--- src/rut_regs.vh ---
`ifndef RUT_REGS_VH
`define RUT_REGS_VH

// timer register block stride and registers inside one block
`define RUT_TMR_STRIDE     8'h10
`define RUT_OFS_CTRL       8'h00
`define RUT_OFS_COUNT      8'h04
`define RUT_OFS_RELOAD     8'h08

// shared registers
`define RUT_OFS_STATUS     8'h30
`define RUT_OFS_MASK       8'h34
`define RUT_OFS_PINS       8'h38

// control fields
`define RUT_CTRL_EN        0
`define RUT_CTRL_POL       1
`define RUT_CTRL_OUTEN     2
`define RUT_CTRL_PRE_LO    4
`define RUT_CTRL_PRE_HI    6
`define RUT_CTRL_ALTEN     8

// status and mask fields: bits 0..2 timeout per timer, bit 3 timer zero input change
`define RUT_ST_INPUT       3
`define RUT_ST_W           4

// reset values
`define RUT_RST_COUNT      16'h0001
`define RUT_RST_RELOAD     16'h0000
`define RUT_RST_CTRL       9'h000
`define RUT_RST_MASK       4'h0
`define RUT_RELOAD_START   16'h0001

// timing
`define RUT_PRE_MAX_LOG2   3'h7
`define RUT_SYNC_STAGES    3

`endif

--- src/rut_timer_core.v ---
`timescale 1ns/100ps
`include "rut_regs.vh"

module rut_timer_core #(
  parameter CW = 16,
  parameter PW = 3
) (
  input  wire          clk,
  input  wire          rst_n,
  input  wire          ctrl_we,
  input  wire          ctrl_en_wd,
  input  wire          cnt_we,
  input  wire [CW-1:0] cnt_wd,
  input  wire [CW-1:0] reload,
  input  wire [PW-1:0] pre_sel,
  input  wire          polarity,
  output reg  [CW-1:0] count,
  output reg           running,
  output reg           timeout,
  output reg           tout
);

  reg  [6:0] pre_cnt;
  wire [7:0] pre_span;
  wire [6:0] pre_top;
  wire       tick;
  wire       hit;

  // divide by 2**pre_sel: 1, 2, 4 .. 128
  assign pre_span = 8'h01 << pre_sel;
  assign pre_top  = pre_span[6:0] - 7'h01;
  assign tick     = running & (pre_cnt == pre_top);
  // equality only: a reload below the count wraps through FFFF and 0000 first
  assign hit      = tick & (count == reload);

  always @(posedge clk or negedge rst_n) begin
    if (!rst_n) begin
      running <= 1'b0;
      pre_cnt <= 7'h00;
      count   <= `RUT_RST_COUNT;
      timeout <= 1'b0;
      tout    <= 1'b0;
    end else begin
      // a software write to enable overrides the self clear of the same cycle
      if (ctrl_we) begin
        running <= ctrl_en_wd;
      end else if (hit) begin
        running <= 1'b0;
      end
      if (!running || tick) begin
        pre_cnt <= 7'h00;
      end else begin
        pre_cnt <= pre_cnt + 7'h01;
      end
      // loads only while stopped so a running period is never disturbed
      if (cnt_we && !running) begin
        count <= cnt_wd;
      end else if (hit) begin
        count <= `RUT_RELOAD_START;
      end else if (tick) begin
        count <= count + {{(CW-1){1'b0}}, 1'b1};
      end
      timeout <= hit;
      tout    <= polarity ^ hit;
    end
  end

endmodule // rut_timer_core

--- src/rut_timer_top.v ---
`timescale 1ns/100ps
`include "rut_regs.vh"

// Contract
// - three independent sixteen bit reloadable timers
// - count up, initial count value 0001H
// - at reload value return to 0001H
// - prescaler divides system clock 1 to 128
// - reload 0001H, prescale 1: one clock
// - reload 0000H wraps FFFFH to 0000H, longest
// - reload below count: wrap, then reach reload
// - any alternate timer zero input acts alike
// - single shot: interrupt, reload 0001H, self disable
// - output pin inverts one clock at reload
// - timeout is (reload-start+1) times prescale clocks

module rut_timer_top #(
  parameter NT = 3,
  parameter CW = 16
) (
  input  wire          clk,
  input  wire          rstn,
  input  wire [7:0]    wb_adr_i,
  input  wire [31:0]   wb_dat_i,
  output reg  [31:0]   wb_dat_o,
  input  wire          wb_we_i,
  input  wire [3:0]    wb_sel_i,
  input  wire          wb_cyc_i,
  input  wire          wb_stb_i,
  output reg           wb_ack_o,
  input  wire          timer_zero_input_pin,
  input  wire          timer_zero_alt_input_a,
  input  wire          timer_zero_alt_input_b,
  input  wire          timer_zero_alt_input_c,
  output wire [NT-1:0] timeout_req,
  output wire [NT-1:0] timer_out,
  output wire [NT-1:0] timer_out_oe,
  output wire          irq
);

  // reset release
  reg rst_s1;
  reg rst_n;

  always @(posedge clk or negedge rstn) begin
    if (!rstn) begin
      rst_s1 <= 1'b0;
      rst_n  <= 1'b0;
    end else begin
      rst_s1 <= 1'b1;
      rst_n  <= rst_s1;
    end
  end

  // bus decode
  wire access;
  wire wr;
  wire rd;

  assign access = wb_cyc_i & wb_stb_i & ~wb_ack_o;
  assign wr     = access & wb_we_i;
  assign rd     = access & ~wb_we_i;

  function [15:0] merge16;
    input [15:0] old;
    input [15:0] nw;
    input [1:0]  sel;
    begin
      merge16 = {sel[1] ? nw[15:8] : old[15:8], sel[0] ? nw[7:0] : old[7:0]};
    end
  endfunction

  // pin inputs: pin plus three alternates, three stages each
  localparam NP = 4;

  wire [NP-1:0] pin_raw;
  reg  [NP-1:0] pin_s1;
  reg  [NP-1:0] pin_s2;
  reg  [NP-1:0] pin_s3;
  reg  [NP-1:0] pin_stable;
  reg  [NP-1:0] pin_change;
  wire          alt_en;
  wire          input_event;

  assign pin_raw = {timer_zero_alt_input_c, timer_zero_alt_input_b,
                    timer_zero_alt_input_a, timer_zero_input_pin};

  genvar gp;
  generate
    for (gp = 0; gp < NP; gp = gp + 1) begin : g_pin
      always @(posedge clk or negedge rst_n) begin
        if (!rst_n) begin
          pin_s1[gp]     <= 1'b0;
          pin_s2[gp]     <= 1'b0;
          pin_s3[gp]     <= 1'b0;
          pin_stable[gp] <= 1'b0;
          pin_change[gp] <= 1'b0;
        end else begin
          pin_s1[gp] <= pin_raw[gp];
          pin_s2[gp] <= pin_s1[gp];
          pin_s3[gp] <= pin_s2[gp];
          // a change is taken only once stages two and three agree
          if (pin_s2[gp] == pin_s3[gp]) begin
            pin_stable[gp] <= pin_s3[gp];
            pin_change[gp] <= (pin_s3[gp] != pin_stable[gp]);
          end else begin
            pin_change[gp] <= 1'b0;
          end
        end
      end
    end
  endgenerate

  // alternates count as the main input only while routed in
  assign input_event = pin_change[0] | (alt_en & (|pin_change[NP-1:1]));

  // per timer configuration
  reg  [8:0]    ctrl    [0:NT-1];
  reg  [CW-1:0] reload  [0:NT-1];
  wire [CW-1:0] count   [0:NT-1];
  wire [NT-1:0] running;
  wire [NT-1:0] timeout;
  wire [NT-1:0] tout;

  assign alt_en = ctrl[0][`RUT_CTRL_ALTEN];

  genvar gt;
  generate
    for (gt = 0; gt < NT; gt = gt + 1) begin : g_tmr
      wire [7:0] base;
      wire       sel_blk;
      wire       ctrl_we;
      wire       cnt_we;
      wire       rld_we;

      // block base kept as an integer, then cut to the address width on purpose
      localparam integer BASE_I = gt * `RUT_TMR_STRIDE;
      assign base    = BASE_I[7:0];
      assign sel_blk = (wb_adr_i[7:4] == base[7:4]);
      assign ctrl_we = wr & sel_blk & (wb_adr_i[3:0] == `RUT_OFS_CTRL);
      assign cnt_we  = wr & sel_blk & (wb_adr_i[3:0] == `RUT_OFS_COUNT);
      assign rld_we  = wr & sel_blk & (wb_adr_i[3:0] == `RUT_OFS_RELOAD);

      always @(posedge clk or negedge rst_n) begin
        if (!rst_n) begin
          ctrl[gt]   <= `RUT_RST_CTRL;
          reload[gt] <= `RUT_RST_RELOAD;
        end else begin
          if (ctrl_we) begin
            ctrl[gt] <= {wb_sel_i[1] ? wb_dat_i[8] : ctrl[gt][8],
                         wb_sel_i[0] ? wb_dat_i[7:0] : ctrl[gt][7:0]};
          end
          if (rld_we) begin
            reload[gt] <= merge16(reload[gt], wb_dat_i[15:0], wb_sel_i[1:0]);
          end
        end
      end

      rut_timer_core #(
        .CW (CW),
        .PW (3)
      ) u_core (
        .clk        (clk),
        .rst_n      (rst_n),
        .ctrl_we    (ctrl_we & wb_sel_i[0]),
        .ctrl_en_wd (wb_dat_i[`RUT_CTRL_EN]),
        .cnt_we     (cnt_we),
        .cnt_wd     (merge16(count[gt], wb_dat_i[15:0], wb_sel_i[1:0])),
        .reload     (reload[gt]),
        .pre_sel    (ctrl[gt][`RUT_CTRL_PRE_HI:`RUT_CTRL_PRE_LO]),
        .polarity   (ctrl[gt][`RUT_CTRL_POL]),
        .count      (count[gt]),
        .running    (running[gt]),
        .timeout    (timeout[gt]),
        .tout       (tout[gt])
      );

      assign timeout_req[gt]  = timeout[gt];
      assign timer_out[gt]    = tout[gt];
      assign timer_out_oe[gt] = ctrl[gt][`RUT_CTRL_OUTEN];
    end
  endgenerate

  // sticky events and mask
  reg  [`RUT_ST_W-1:0] status;
  reg  [`RUT_ST_W-1:0] mask;
  wire [`RUT_ST_W-1:0] ev;
  wire [`RUT_ST_W-1:0] w1c;
  wire                 st_we;
  wire                 mk_we;

  assign ev    = {input_event, timeout};
  assign st_we = wr & (wb_adr_i == `RUT_OFS_STATUS) & wb_sel_i[0];
  assign mk_we = wr & (wb_adr_i == `RUT_OFS_MASK) & wb_sel_i[0];
  assign w1c   = st_we ? wb_dat_i[`RUT_ST_W-1:0] : {`RUT_ST_W{1'b0}};

  always @(posedge clk or negedge rst_n) begin
    if (!rst_n) begin
      status <= {`RUT_ST_W{1'b0}};
      mask   <= `RUT_RST_MASK;
    end else begin
      // an event in the clearing cycle survives the clear
      status <= (status & ~w1c) | ev;
      if (mk_we) begin
        mask <= wb_dat_i[`RUT_ST_W-1:0];
      end
    end
  end

  assign irq = |(status & mask);

  // read mux
  reg [31:0] rdata;
  reg [1:0]  tix;

  always @* begin
    rdata = 32'h0000_0000;
    tix   = wb_adr_i[5:4];
    if (wb_adr_i == `RUT_OFS_STATUS) begin
      rdata = {28'h000_0000, status};
    end else if (wb_adr_i == `RUT_OFS_MASK) begin
      rdata = {28'h000_0000, mask};
    end else if (wb_adr_i == `RUT_OFS_PINS) begin
      rdata = {28'h000_0000, pin_stable};
    end else if (tix < NT) begin
      case (wb_adr_i[3:0])
        `RUT_OFS_CTRL: begin
          rdata = {23'h00_0000, ctrl[tix][8:1], running[tix]};
        end
        `RUT_OFS_COUNT: begin
          rdata = {16'h0000, count[tix]};
        end
        `RUT_OFS_RELOAD: begin
          rdata = {16'h0000, reload[tix]};
        end
        default: begin
          rdata = 32'h0000_0000;
        end
      endcase
    end
  end

  // one wait state: ack and data one edge after the request is seen
  always @(posedge clk or negedge rst_n) begin
    if (!rst_n) begin
      wb_ack_o <= 1'b0;
      wb_dat_o <= 32'h0000_0000;
    end else begin
      wb_ack_o <= access;
      if (rd) begin
        wb_dat_o <= rdata;
      end
    end
  end

endmodule // rut_timer_top

--- config.mk ---
export PLATFORM = sky130hd
export DESIGN_NAME = rut_timer_top
export DESIGN_NICKNAME = d
export VERILOG_FILES = /design/src/rut_timer_core.v /design/src/rut_timer_top.v
export VERILOG_INCLUDE_DIRS = /design/src
export SDC_FILE = /design/constraint.sdc
export NUM_CORES = 1
export LEC_CHECK = 0
export ABC_AREA = 1
export ABC_CLOCK_PERIOD_IN_PS = 11000
export BUFFER_PORTS_ARGS = -buffer_cell sky130_fd_sc_hd__buf_2
export CAP_MARGIN = 20
export CORE_ASPECT_RATIO = 1.2
export CORE_UTILIZATION = 55
export DETAILED_ROUTE_END_ITERATION = 8
export GPL_TIMING_DRIVEN = 0
export PLACE_DENSITY = 0.84
export SLEW_MARGIN = 25
export SYNTH_ARGS = -nofsm -noshare
export SYNTH_HDL_FRONTEND = slang
export SYNTH_SLANG_ARGS = --single-unit
--- constraint.sdc ---
create_clock -name clk -period 11 [get_ports clk]
set_input_delay 2.2 -clock clk [delete_from_list [all_inputs] [get_ports clk]]
set_output_delay 2.2 -clock clk [all_outputs]
set_load 0.03 [all_outputs]
==> impl_metrics.env, run 1 <==
export IMPL_cap_violations=0
export IMPL_vias=11400
export IMPL_die_x_um=136
export IMPL_fin_tns_setup_ns=0
export IMPL_cp_end_kind="register"
export IMPL_setup_viol=0
export IMPL_swShare_pct=33.7
export IMPL_nets=1776
export IMPL_wl_per_cell_um=17.8
export IMPL_cp_start_kind="primary input"
export IMPL_drtAntennaViolNets=0
export IMPL_slew_viol_final=0
export IMPL_routabilityCongestion=0.975
export IMPL_reg2regPathDepth=3
export IMPL_hold_worst_slack_ns=0.329
export IMPL_dr_pass1_iters=6
export IMPL_worst_ir_drop_vdd_mv=0.110
export IMPL_max_freq_ghz=0.271
export IMPL_drtIter0Drc=1037
export IMPL_numClockSinks=197
export IMPL_cts_reportedPaths_clkPinSlew_ns=0.09
export IMPL_period_share_pct=33.6
export IMPL_clock_skew_ns=0.0149
export IMPL_synth_async_reset_ratio_pct=100
export IMPL_synth_edf_count=0
export IMPL_die_area_sq_mm=0.0222
export IMPL_clk_latency_ns=0.46
export IMPL_routed_wl_mm=35.7
export IMPL_die_h_um=163
export IMPL_antenna_cells=0
export IMPL_syn_inst=1620
export IMPL_root_buffer="clkbuf_16"
export IMPL_yosysSeqAreaShare_pct=41.5
export IMPL_ys_warn_count=0
export IMPL_num_rows=58
export IMPL_slew_headroom_pct=32.8
export IMPL_p_leak_nw=6.47
export IMPL_port_buffers=59
export IMPL_avgSynthCellArea_sq_um=7.33
export IMPL_comb_power_share_pct=16.2
export IMPL_critPathMaxStageDelay_ns=0.64
export IMPL_status="completed"
export IMPL_grt_antenna_before_repair=1
export IMPL_clockBufferDepth=2
export IMPL_ys_ff_latch=197
export IMPL_crit_arrival_ns=4.04
export IMPL_synth_largest_area_cell="dfrtp_1"
export IMPL_start_util_pct=56.4
export IMPL_synth_top_cell_area_share_pct=40.9
export IMPL_design_core_area_sq_mm=0.0210
export IMPL_p_sw_mw=0.611
export IMPL_cp_data_required_time_ns=11.34
export IMPL_cts_buffers_inserted=17
export IMPL_cts_max_level=4
export IMPL_crit_fanout=10
export IMPL_synthToLayoutAreaGrowth_pct=12.3
export IMPL_hold_buffers=0
export IMPL_grt_pass1_vias=11000
export IMPL_synth_area_sq_mm=0.0119
export IMPL_synth_most_common_cell="nand2_1"
export IMPL_grt_total_usage_pct=34.0
export IMPL_io_pins=96
export IMPL_p_per_area_mw_per_mm2=136
export IMPL_synth_cell_types=45
export IMPL_ys_flop_type="dfrtp_1"
export IMPL_cts_tree="done"
export IMPL_drc=0
export IMPL_rsz0062_at_grt="false"
export IMPL_path_cells="buf_2 -> nor3_2 -> clkbuf_1 -> mux2_2"
export IMPL_seqPwrFrac_pct=44.6
export IMPL_grt_pass1_wl_mm=57.5
export IMPL_dp_hpwl_mm=27.2
export IMPL_worstMarginPinSlew_ns=1.01
export IMPL_hold_viol=0
export IMPL_cpMaxStageDelayCell="nor3_2"
export IMPL_overflow=0
export IMPL_viasPerCell=5.68
export IMPL_cts_resized=0
export IMPL_min_path_type="register to asynchronous set/reset pin"
export IMPL_path_class="primary input to register"
export IMPL_grt_max_degree=53
export IMPL_drive_above_1_share_pct=12.8
export IMPL_period_needed_ns=3.70
export IMPL_synth_area_leaders="dfrtp_1 (41%), nand2_1 (14%), nor2_1 (5.6%), nand3_1 (5.3%), inv_1 (5.0%)"
export IMPL_synthTopCellsByCount="nand2_1 (435), dfrtp_1 (194), nor2_1 (176)"
export IMPL_p_clk_share_pct=39.2
export IMPL_cts_setup_buffers=0
export IMPL_intPower_mw=1.20
==> placed cells by master, fill, tap and decap left out, types with 16 or more instances in the layout <==
cell	instances
nand2_1	435
o21ai_1	20
buf_2	86
nor3_1	16
clkbuf_16	17
xor2_1	33
clkbuf_1	28
o21ai_0	102
buf_4	27
nand4_1	22
a21oi_1	98
xnor2_1	39
inv_1	158
nand3_1	126
conb_1	17
dfrtp_1	193
nor2_1	176
==> flip-flops by register name (all words and copies together), names as in the netlist, 16 cells and up <==
signal and flops:
reload 48, g_tmr.u_core.pre_cnt 21, wb_dat_o 16, ctrl 20, g_tmr.u_core.count 48
==> worst max-delay path, delay by kind of cell <==
family                 cells  cell delay, ns
AND/OR/NAND/NOR            1            0.64
multiplexers               1            0.42
buffers and inverters      2            0.76
==> final timing paths <==
kind                                startpoint                        to  slack [ns]
min                            rst_n$_DFF_PN0_       pin_s2[0]$_DFF_PN0_        0.33
min in group clk           pin_s1[1]$_DFF_PN0_       pin_s2[1]$_DFF_PN0_        0.36
max reg2reg                 wb_ack_o$_DFF_PN0_  wb_dat_o[13]$_DFFE_PN0P_        8.78
max in group asynchronous                 rstn           rst_n$_DFF_PN0_        9.40
max                                    wb_we_i  wb_dat_o[13]$_DFFE_PN0P_        7.30
min reg2reg                    rst_n$_DFF_PN0_       pin_s2[0]$_DFF_PN0_        0.33
==> routing by layer <==
metal,vias to the layer above,part of all wire [%],wire length [um],track usage (%)
met5,-,0.036,13,0
met1,5335,39,14100,43.9
met4,2,4.7,1680,17.9
met2,523,48,17000,54.7
met3,121,8.2,2920,5.26
li1,5380,-,-,-
==> power by group through the flow <==
stage                     Clock [mW]  Combinational [mW]  Sequential, mW
after floorplan                    0               0.203           0.817
after global placement             0               0.266           0.831
after detailed placement           0               0.287           0.821
after CTS                      0.711               0.290           0.807
after global routing           0.743               0.328           0.814
final                          0.711               0.294           0.808
==> layout make-up <==
type	count	area [sq um]
Inverter	167	627
Multi-Input combinational cell	1183	5880
Clock inverter	15	249
Sequential cell	197	4940
Buffer	88	498
Clock buffer	17	425
Fill cell	1833	7710
Tap cell	270	338
Timing Repair Buffer	63	383
==> logic make-up (layout without fill, tap and decap cells) <==
logic type                 after synthesis  in the layout  synth area share [%]
muxes                                    8              8                 0.758
adders and majority gates                6              6                 0.632
DFF                                    197            197                  41.5
AOI/OAI and AO/OA                      247            247                  11.0
other                                    2             17                0.0632
xor gates and xnor gates                72             72                  5.31
and+or+nand+nor                        833            833                  31.3
buffers and inverters                  255            350                  9.47
==> stage by stage <==
stage | util (%) | total power, mW | setup slack (ns) | std cells | area (sq um)
floorplan | - | 1.02 | 5.11 | 1635 | 11900
global placement | 59.7 | 1.10 | 2.93 | 1964 | 12600
detailed placement | 60.1 | 1.11 | 6.88 | 1968 | 12700
CTS | 63.4 | 1.81 | 7.34 | 2000 | 13300
global route | 63.4 | 1.89 | 7.24 | 2000 | 13300
finish | 63.4 | 1.81 | 7.30 | 2000 | 13300
Note: power is estimated with default switching activity, not from simulation.
==> inputs of run 2 (changes only) <==
ABC_CLOCK_PERIOD_IN_PS = 3600   (was 11000)
clock period = 3.6 ns   (was 11 ns; I/O delays follow)
==> run 2 against run 1 <==
Clock power increased to 3.1 times the previous value. Sequential power rose to 3.1 times the previous value. Die area did not move. Utilization about the same. First-iteration DRC count is the same. Via count decreased by 1.7%.
==> impl_metrics.env, run 2 (synthesis results as in run 1) <==
export IMPL_status="completed"
export IMPL_cts_max_level=4
export IMPL_path_class="register to register"
export IMPL_slew_viol_final=0
export IMPL_clockBufferDepth=2
export IMPL_clk_latency_ns=0.46
export IMPL_root_buffer="clkbuf_16"
export IMPL_cts_tree="done"
export IMPL_wl_per_cell_um=17.3
export IMPL_max_freq_ghz=0.458
export IMPL_cpMaxStageDelayCell="nor3_2"
export IMPL_setup_viol=0
export IMPL_cts_setup_buffers=0
export IMPL_grt_pass1_vias=10500
export IMPL_cp_end_kind="register"
export IMPL_grt_antenna_before_repair=0
export IMPL_cts_reportedPaths_clkPinSlew_ns=0.10
export IMPL_design_core_area_sq_mm=0.0210
export IMPL_drive_above_1_share_pct=12.8
export IMPL_cts_buffers_inserted=17
export IMPL_die_x_um=136
export IMPL_stdcell_count=2000
export IMPL_viasPerCell=5.58
export IMPL_grt_total_usage_pct=32.7
export IMPL_clock_skew_ns=0.0154
export IMPL_path_cells="nor3_2 -> clkbuf_1 -> mux2_2"
export IMPL_crit_fanout=10
export IMPL_routabilityCongestion=0.981
export IMPL_cp_top_family="simple AND/OR/NAND/NOR gates"
export IMPL_start_util_pct=56.4
export IMPL_final_common_cell="nand2_1"
export IMPL_rsz0062_at_grt="false"
export IMPL_synthToLayoutAreaGrowth_pct=12.3
export IMPL_dp_hpwl_mm=26.5
export IMPL_min_path_type="primary input to asynchronous set/reset pin"
export IMPL_numClockSinks=197
export IMPL_vias=11200
export IMPL_worstMarginPinSlew_ns=0.866
export IMPL_critPathMaxStageDelay_ns=0.66
export IMPL_period_needed_ns=2.19
export IMPL_cts_resized=0
export IMPL_overflow=0
export IMPL_port_buffers=59
export IMPL_dr_pass1_iters=6
export IMPL_worst_ir_drop_vdd_mv=0.310
export IMPL_drtIter0Drc=1037
export IMPL_grt_max_degree=52
export IMPL_pre_cts_ws_ns=0.921
export IMPL_p_leak_nw=6.47
export IMPL_finalWorstSetupSlack_ns=1.41
export IMPL_routed_wl_mm=34.6
export IMPL_die_area_sq_mm=0.0222
export IMPL_die_h_um=163
export IMPL_drc=0
export IMPL_nets=1776
export IMPL_cp_num_buf_inv=1
export IMPL_power_mw=5.54
export IMPL_p_per_area_mw_per_mm2=415
export IMPL_num_rows=58
export IMPL_layout_common_cells="nand2_1 (435), dfrtp_1 (193), nor2_1 (176)"
export IMPL_slew_headroom_pct=42.3
export IMPL_period_share_pct=60.7
export IMPL_top_regs="g_tmr.u_core.count x48, reload x48, g_tmr.u_core.pre_cnt x21"
export IMPL_cp_start_kind="register"
export IMPL_cp_data_required_time_ns=3.94
export IMPL_placed_cells=1968
export IMPL_grt_pass1_wl_mm=55.2
export IMPL_hold_viol=0
export IMPL_cap_violations=0
export IMPL_hold_buffers=0
export IMPL_drtAntennaViolNets=0
export IMPL_io_pins=96
export IMPL_antenna_cells=0
export IMPL_crit_arrival_ns=2.52
## run 2: changes by cell type in the layout (fill, tap and decap cells not counted)
| cell | previous run | this run |
|---|---|---|
| buf_16 | 1 | 2 |
| buf_12 | 3 | 2 |
| clkinv_8 | 2 | 1 |
| inv_12 | 4 | 5 |
## run 2: through the flow
step | TNS [ns] | util [%] | instance area (sq um) | hold slack [ns]
6_report | 0 | 63.4 | 13300 | 0.0177
5_1_grt | 0 | 63.4 | 13300 | 0.00457
4_1_cts | 0 | 63.4 | 13300 | 0.0116
3_5_place_dp | 0 | 60.2 | 12700 | 0.227
3_3_place_gp | -160.24 | 59.7 | 12600 | 0.335
2_1_floorplan | 0 | - | 11900 | 0.331
## run 2: area by class of cell
type,instances,area (sq um)
plain buffers,88,498
clock buffers,17,425
clock inverters,15,249
fillers,1847,7700
inverters,167,627
multi-input cells,1183,5880
flip-flops and latches,197,4940
well taps,270,338
repair buffers,63,390
## run 2: final timing paths
| kind | slack, ns | cells after the start | start | to |
|---|---|---|---|---|
| hold reg to reg | 0.23 | 0 | rst_n$_DFF_PN0_ | g_tmr[0].u_core.timeout$_DFF_PN0_ |
| setup / recovery | 1.41 | 3 | wb_ack_o$_DFF_PN0_ | wb_dat_o[11]$_DFFE_PN0P_ |
| hold / removal | 0.02 | 1 | rstn | rst_s1$_DFF_PN0_ |
| min in group clk | 0.36 | 1 | timer_zero_input_pin | pin_s1[0]$_DFF_PN0_ |
| max in group asynchronous | 2.46 | 2 | rst_n$_DFF_PN0_ | g_tmr[1].u_core.count[0]$_DFFE_PN1P_ |
| setup reg to reg | 1.41 | 3 | wb_ack_o$_DFF_PN0_ | wb_dat_o[11]$_DFFE_PN0P_ |
## run 2: metal layers
layer	wire, um	share of wire, %	track usage, %
met5	0	0	0
met4	1560	4.5	15.4
met3	2620	7.6	5.07
met2	16400	47	54.1
met1	14000	41	41.7
## run 2: report_power, final
group | total [mW] | switching, mW | internal (mW)
Sequential | 2.47 | 0.138 | 2.33
Clock | 2.17 | 1.14 | 1.02
Combinational | 0.906 | 0.585 | 0.321
Total | 5.54 | 1.87 | 3.68
==> inputs of run 3 (changes only) <==
ABC_CLOCK_PERIOD_IN_PS = 2000   (was 3600)
PLACE_DENSITY = 0.87   (was 0.84)
clock period = 2 ns   (was 3.6 ns; I/O delays follow)
==> run 3 against run 2 <==
First-iteration DRC count is 28% higher. Clock skew hardly changed. Worst hold slack better by 0.017 ns. Worst setup slack worse by 1.3 ns. Sequential share of layout area is 0.74 points lower. Count of clock-buffer cells in the layout stayed put. Final cell count is 0.55% higher. Die area stayed put. Critical path type unchanged.
==> impl_metrics.env, run 3 (synthesis results as in run 1) <==
export IMPL_cts_tree="done"
export IMPL_min_from="timer_zero_alt_input_b"
export IMPL_start_util_pct=56.4
export IMPL_clockBufferDepth=2
export IMPL_port_buffers=59
export IMPL_drc=0
export IMPL_cap_violations=0
export IMPL_post_route_util_pct=64.8
export IMPL_drtIter0Drc=1328
export IMPL_fillers=1788
export IMPL_cts_buffers_inserted=17
export IMPL_rsz0062_at_grt="true"
export IMPL_vias=11500
export IMPL_synthToLayoutAreaGrowth_pct=14.7
export IMPL_critPathMaxStageDelay_ns=0.36
export IMPL_routabilityCongestion=0.986
export IMPL_dp_hpwl_mm=27.0
export IMPL_fin_tns_setup_ns=0
export IMPL_design_core_area_sq_mm=0.0210
export IMPL_slew_headroom_pct=34.8
export IMPL_cp_end_kind="register"
export IMPL_slew_viol_final=0
export IMPL_timing_rr_start="ctrl[6]$_DFFE_PN0P_"
export IMPL_die_h_um=163
export IMPL_worst_ir_drop_vdd_mv=0.598
export IMPL_top_regs="g_tmr.u_core.count x48, reload x48, g_tmr.u_core.pre_cnt x21"
export IMPL_cp_start_kind="register"
export IMPL_grt_pass1_wl_mm=56.7
export IMPL_wl_per_cell_um=18.1
export IMPL_num_rows=58
export IMPL_die_x_um=136
export IMPL_period_needed_ns=1.92
export IMPL_cts_reportedPaths_clkPinSlew_ns=0.09
export IMPL_crit_fanout=10
export IMPL_grt_pass1_vias=10900
export IMPL_crit_arrival_ns=2.23
export IMPL_worstMarginPinSlew_ns=0.979
export IMPL_p_leak_nw=6.57
export IMPL_drtAntennaViolNets=0
export IMPL_grt_antenna_before_repair=0
export IMPL_setup_viol=0
export IMPL_routed_wl_mm=36.5
export IMPL_status="completed"
export IMPL_path_class="register to register"
export IMPL_drive_above_1_share_pct=15.5
export IMPL_numClockSinks=197
export IMPL_grt_total_usage_pct=33.7
export IMPL_clock_skew_ns=0.0154
export IMPL_layout_common_cells="nand2_1 (433), dfrtp_1 (189), nor2_1 (167)"
export IMPL_p_per_area_mw_per_mm2=729
export IMPL_finalWorstSetupSlack_ns=0.0816
export IMPL_cp_common_cell="nand2_1"
export IMPL_root_buffer="clkbuf_16"
export IMPL_hold_worst_slack_ns=0.0350
export IMPL_die_area_sq_mm=0.0222
export IMPL_min_path_type="primary input to register"
export IMPL_grt_max_degree=53
export IMPL_crit_start="ctrl[6]$_DFFE_PN0P_"
export IMPL_period_share_pct=95.9
export IMPL_dr_pass1_iters=8
export IMPL_cpMaxStageDelayCell="dfrtp_1"
export IMPL_antenna_cells=0
export IMPL_nets=1787
export IMPL_path_cells="clkbuf_4 -> nor2_4 -> nand2_1 -> nand2_1 -> nand2_1 -> nor2_1 -> nand3_1 -> nor2_2 -> nand2_2 -> buf_6 -> nand3_1 -> o21ai_0"
export IMPL_clk_latency_ns=0.46
export IMPL_overflow=0
export IMPL_cts_max_level=4
export IMPL_io_pins=96
export IMPL_pre_cts_ws_ns=-0.312
export IMPL_hold_viol=0
export IMPL_final_common_cell="nand2_1"
export IMPL_cp_data_required_time_ns=2.31
export IMPL_viasPerCell=5.71
export IMPL_max_freq_ghz=0.521
-- run 3: cell types whose count changed in the layout (fill, tap and decap cells not counted), sizes merged --
cell and delta:
inv -2, nand2 +1, dlygate4sd3 +1, buf +13, clkbuf -4, clkinv +2
-- run 3: stage by stage --
step	instances	power, mW	instance area [sq um]
finish	2011	9.93	13600
CTS	2000	9.89	13300
detailed placement	1967	6.09	12700
floorplan	1635	5.61	11900
global placement	1964	6.02	12600
global route	2011	10.3	13600
-- run 3: what timing repair did --
| action | in CTS | in global routing |
|---|---|---|
| setup endpoints to repair | 17 | 56 |
| hold buffers | 1 | 0 |
| hold endpoints to repair | 2 | 0 |
| setup buffers | 0 | 15 |
| cloned | 0 | 2 |
| resized for setup | 6 | 54 |
| pin swaps | 0 | 11 |
-- run 3: layout make-up --
type	count	area [sq um]	share of cell area, %
Inverter	167	629	4.62
Sequential cell	197	4940	36.3
Buffer	82	519	3.81
Clock inverter	15	234	1.72
Clock buffer	17	425	3.12
Timing Repair Buffer	79	538	3.95
Multi-Input combinational cell	1184	6000	44.0
Tap cell	270	338	2.48
-- run 3: worst max-delay path, delay by kind of cell (launching register included) --
kind	cells	cell delay, ns
AND/OR/NAND/NOR	9	0.95
flip-flops	1	0.36
AO/OA/AOI/OAI	1	0.11
buffers and inverters	2	0.36
-- run 3: final timing paths --
path | to | slack, ns | cells after the start
hold / removal | pin_s1[2]$_DFF_PN0_ | 0.04 | 1
max in group asynchronous | g_tmr[2].u_core.count[0]$_DFFE_PN1P_ | 0.83 | 1
min in group asynchronous | rst_n$_DFF_PN0_ | 0.24 | 2
hold reg to reg | pin_s2[3]$_DFF_PN0_ | 0.35 | 0
setup / recovery | g_tmr[2].u_core.running$_DFFE_PN0P_ | 0.08 | 12
setup reg to reg | g_tmr[2].u_core.running$_DFFE_PN0P_ | 0.08 | 12
-- run 3: per-layer routing --
layer / wire (um) / vias to the layer above / part of all wire (%) / GRT usage, %
met4: 1700 / 0 / 4.7 / 17.0
met1: 14300 / 5342 / 39 / 42.5
met3: 3050 / 131 / 8.4 / 6.10
met5: 0 / - / 0 / 0
met2: 17400 / 614 / 48 / 55.0
li1: - / 5393 / - / -
-- run 3: report_power, final --
group	leakage (nW)	total (mW)	switching, mW	internal, mW
Sequential	2.62	4.50	0.301	4.20
Clock	0.317	3.83	2.02	1.81
Combinational	3.63	1.60	1.02	0.582
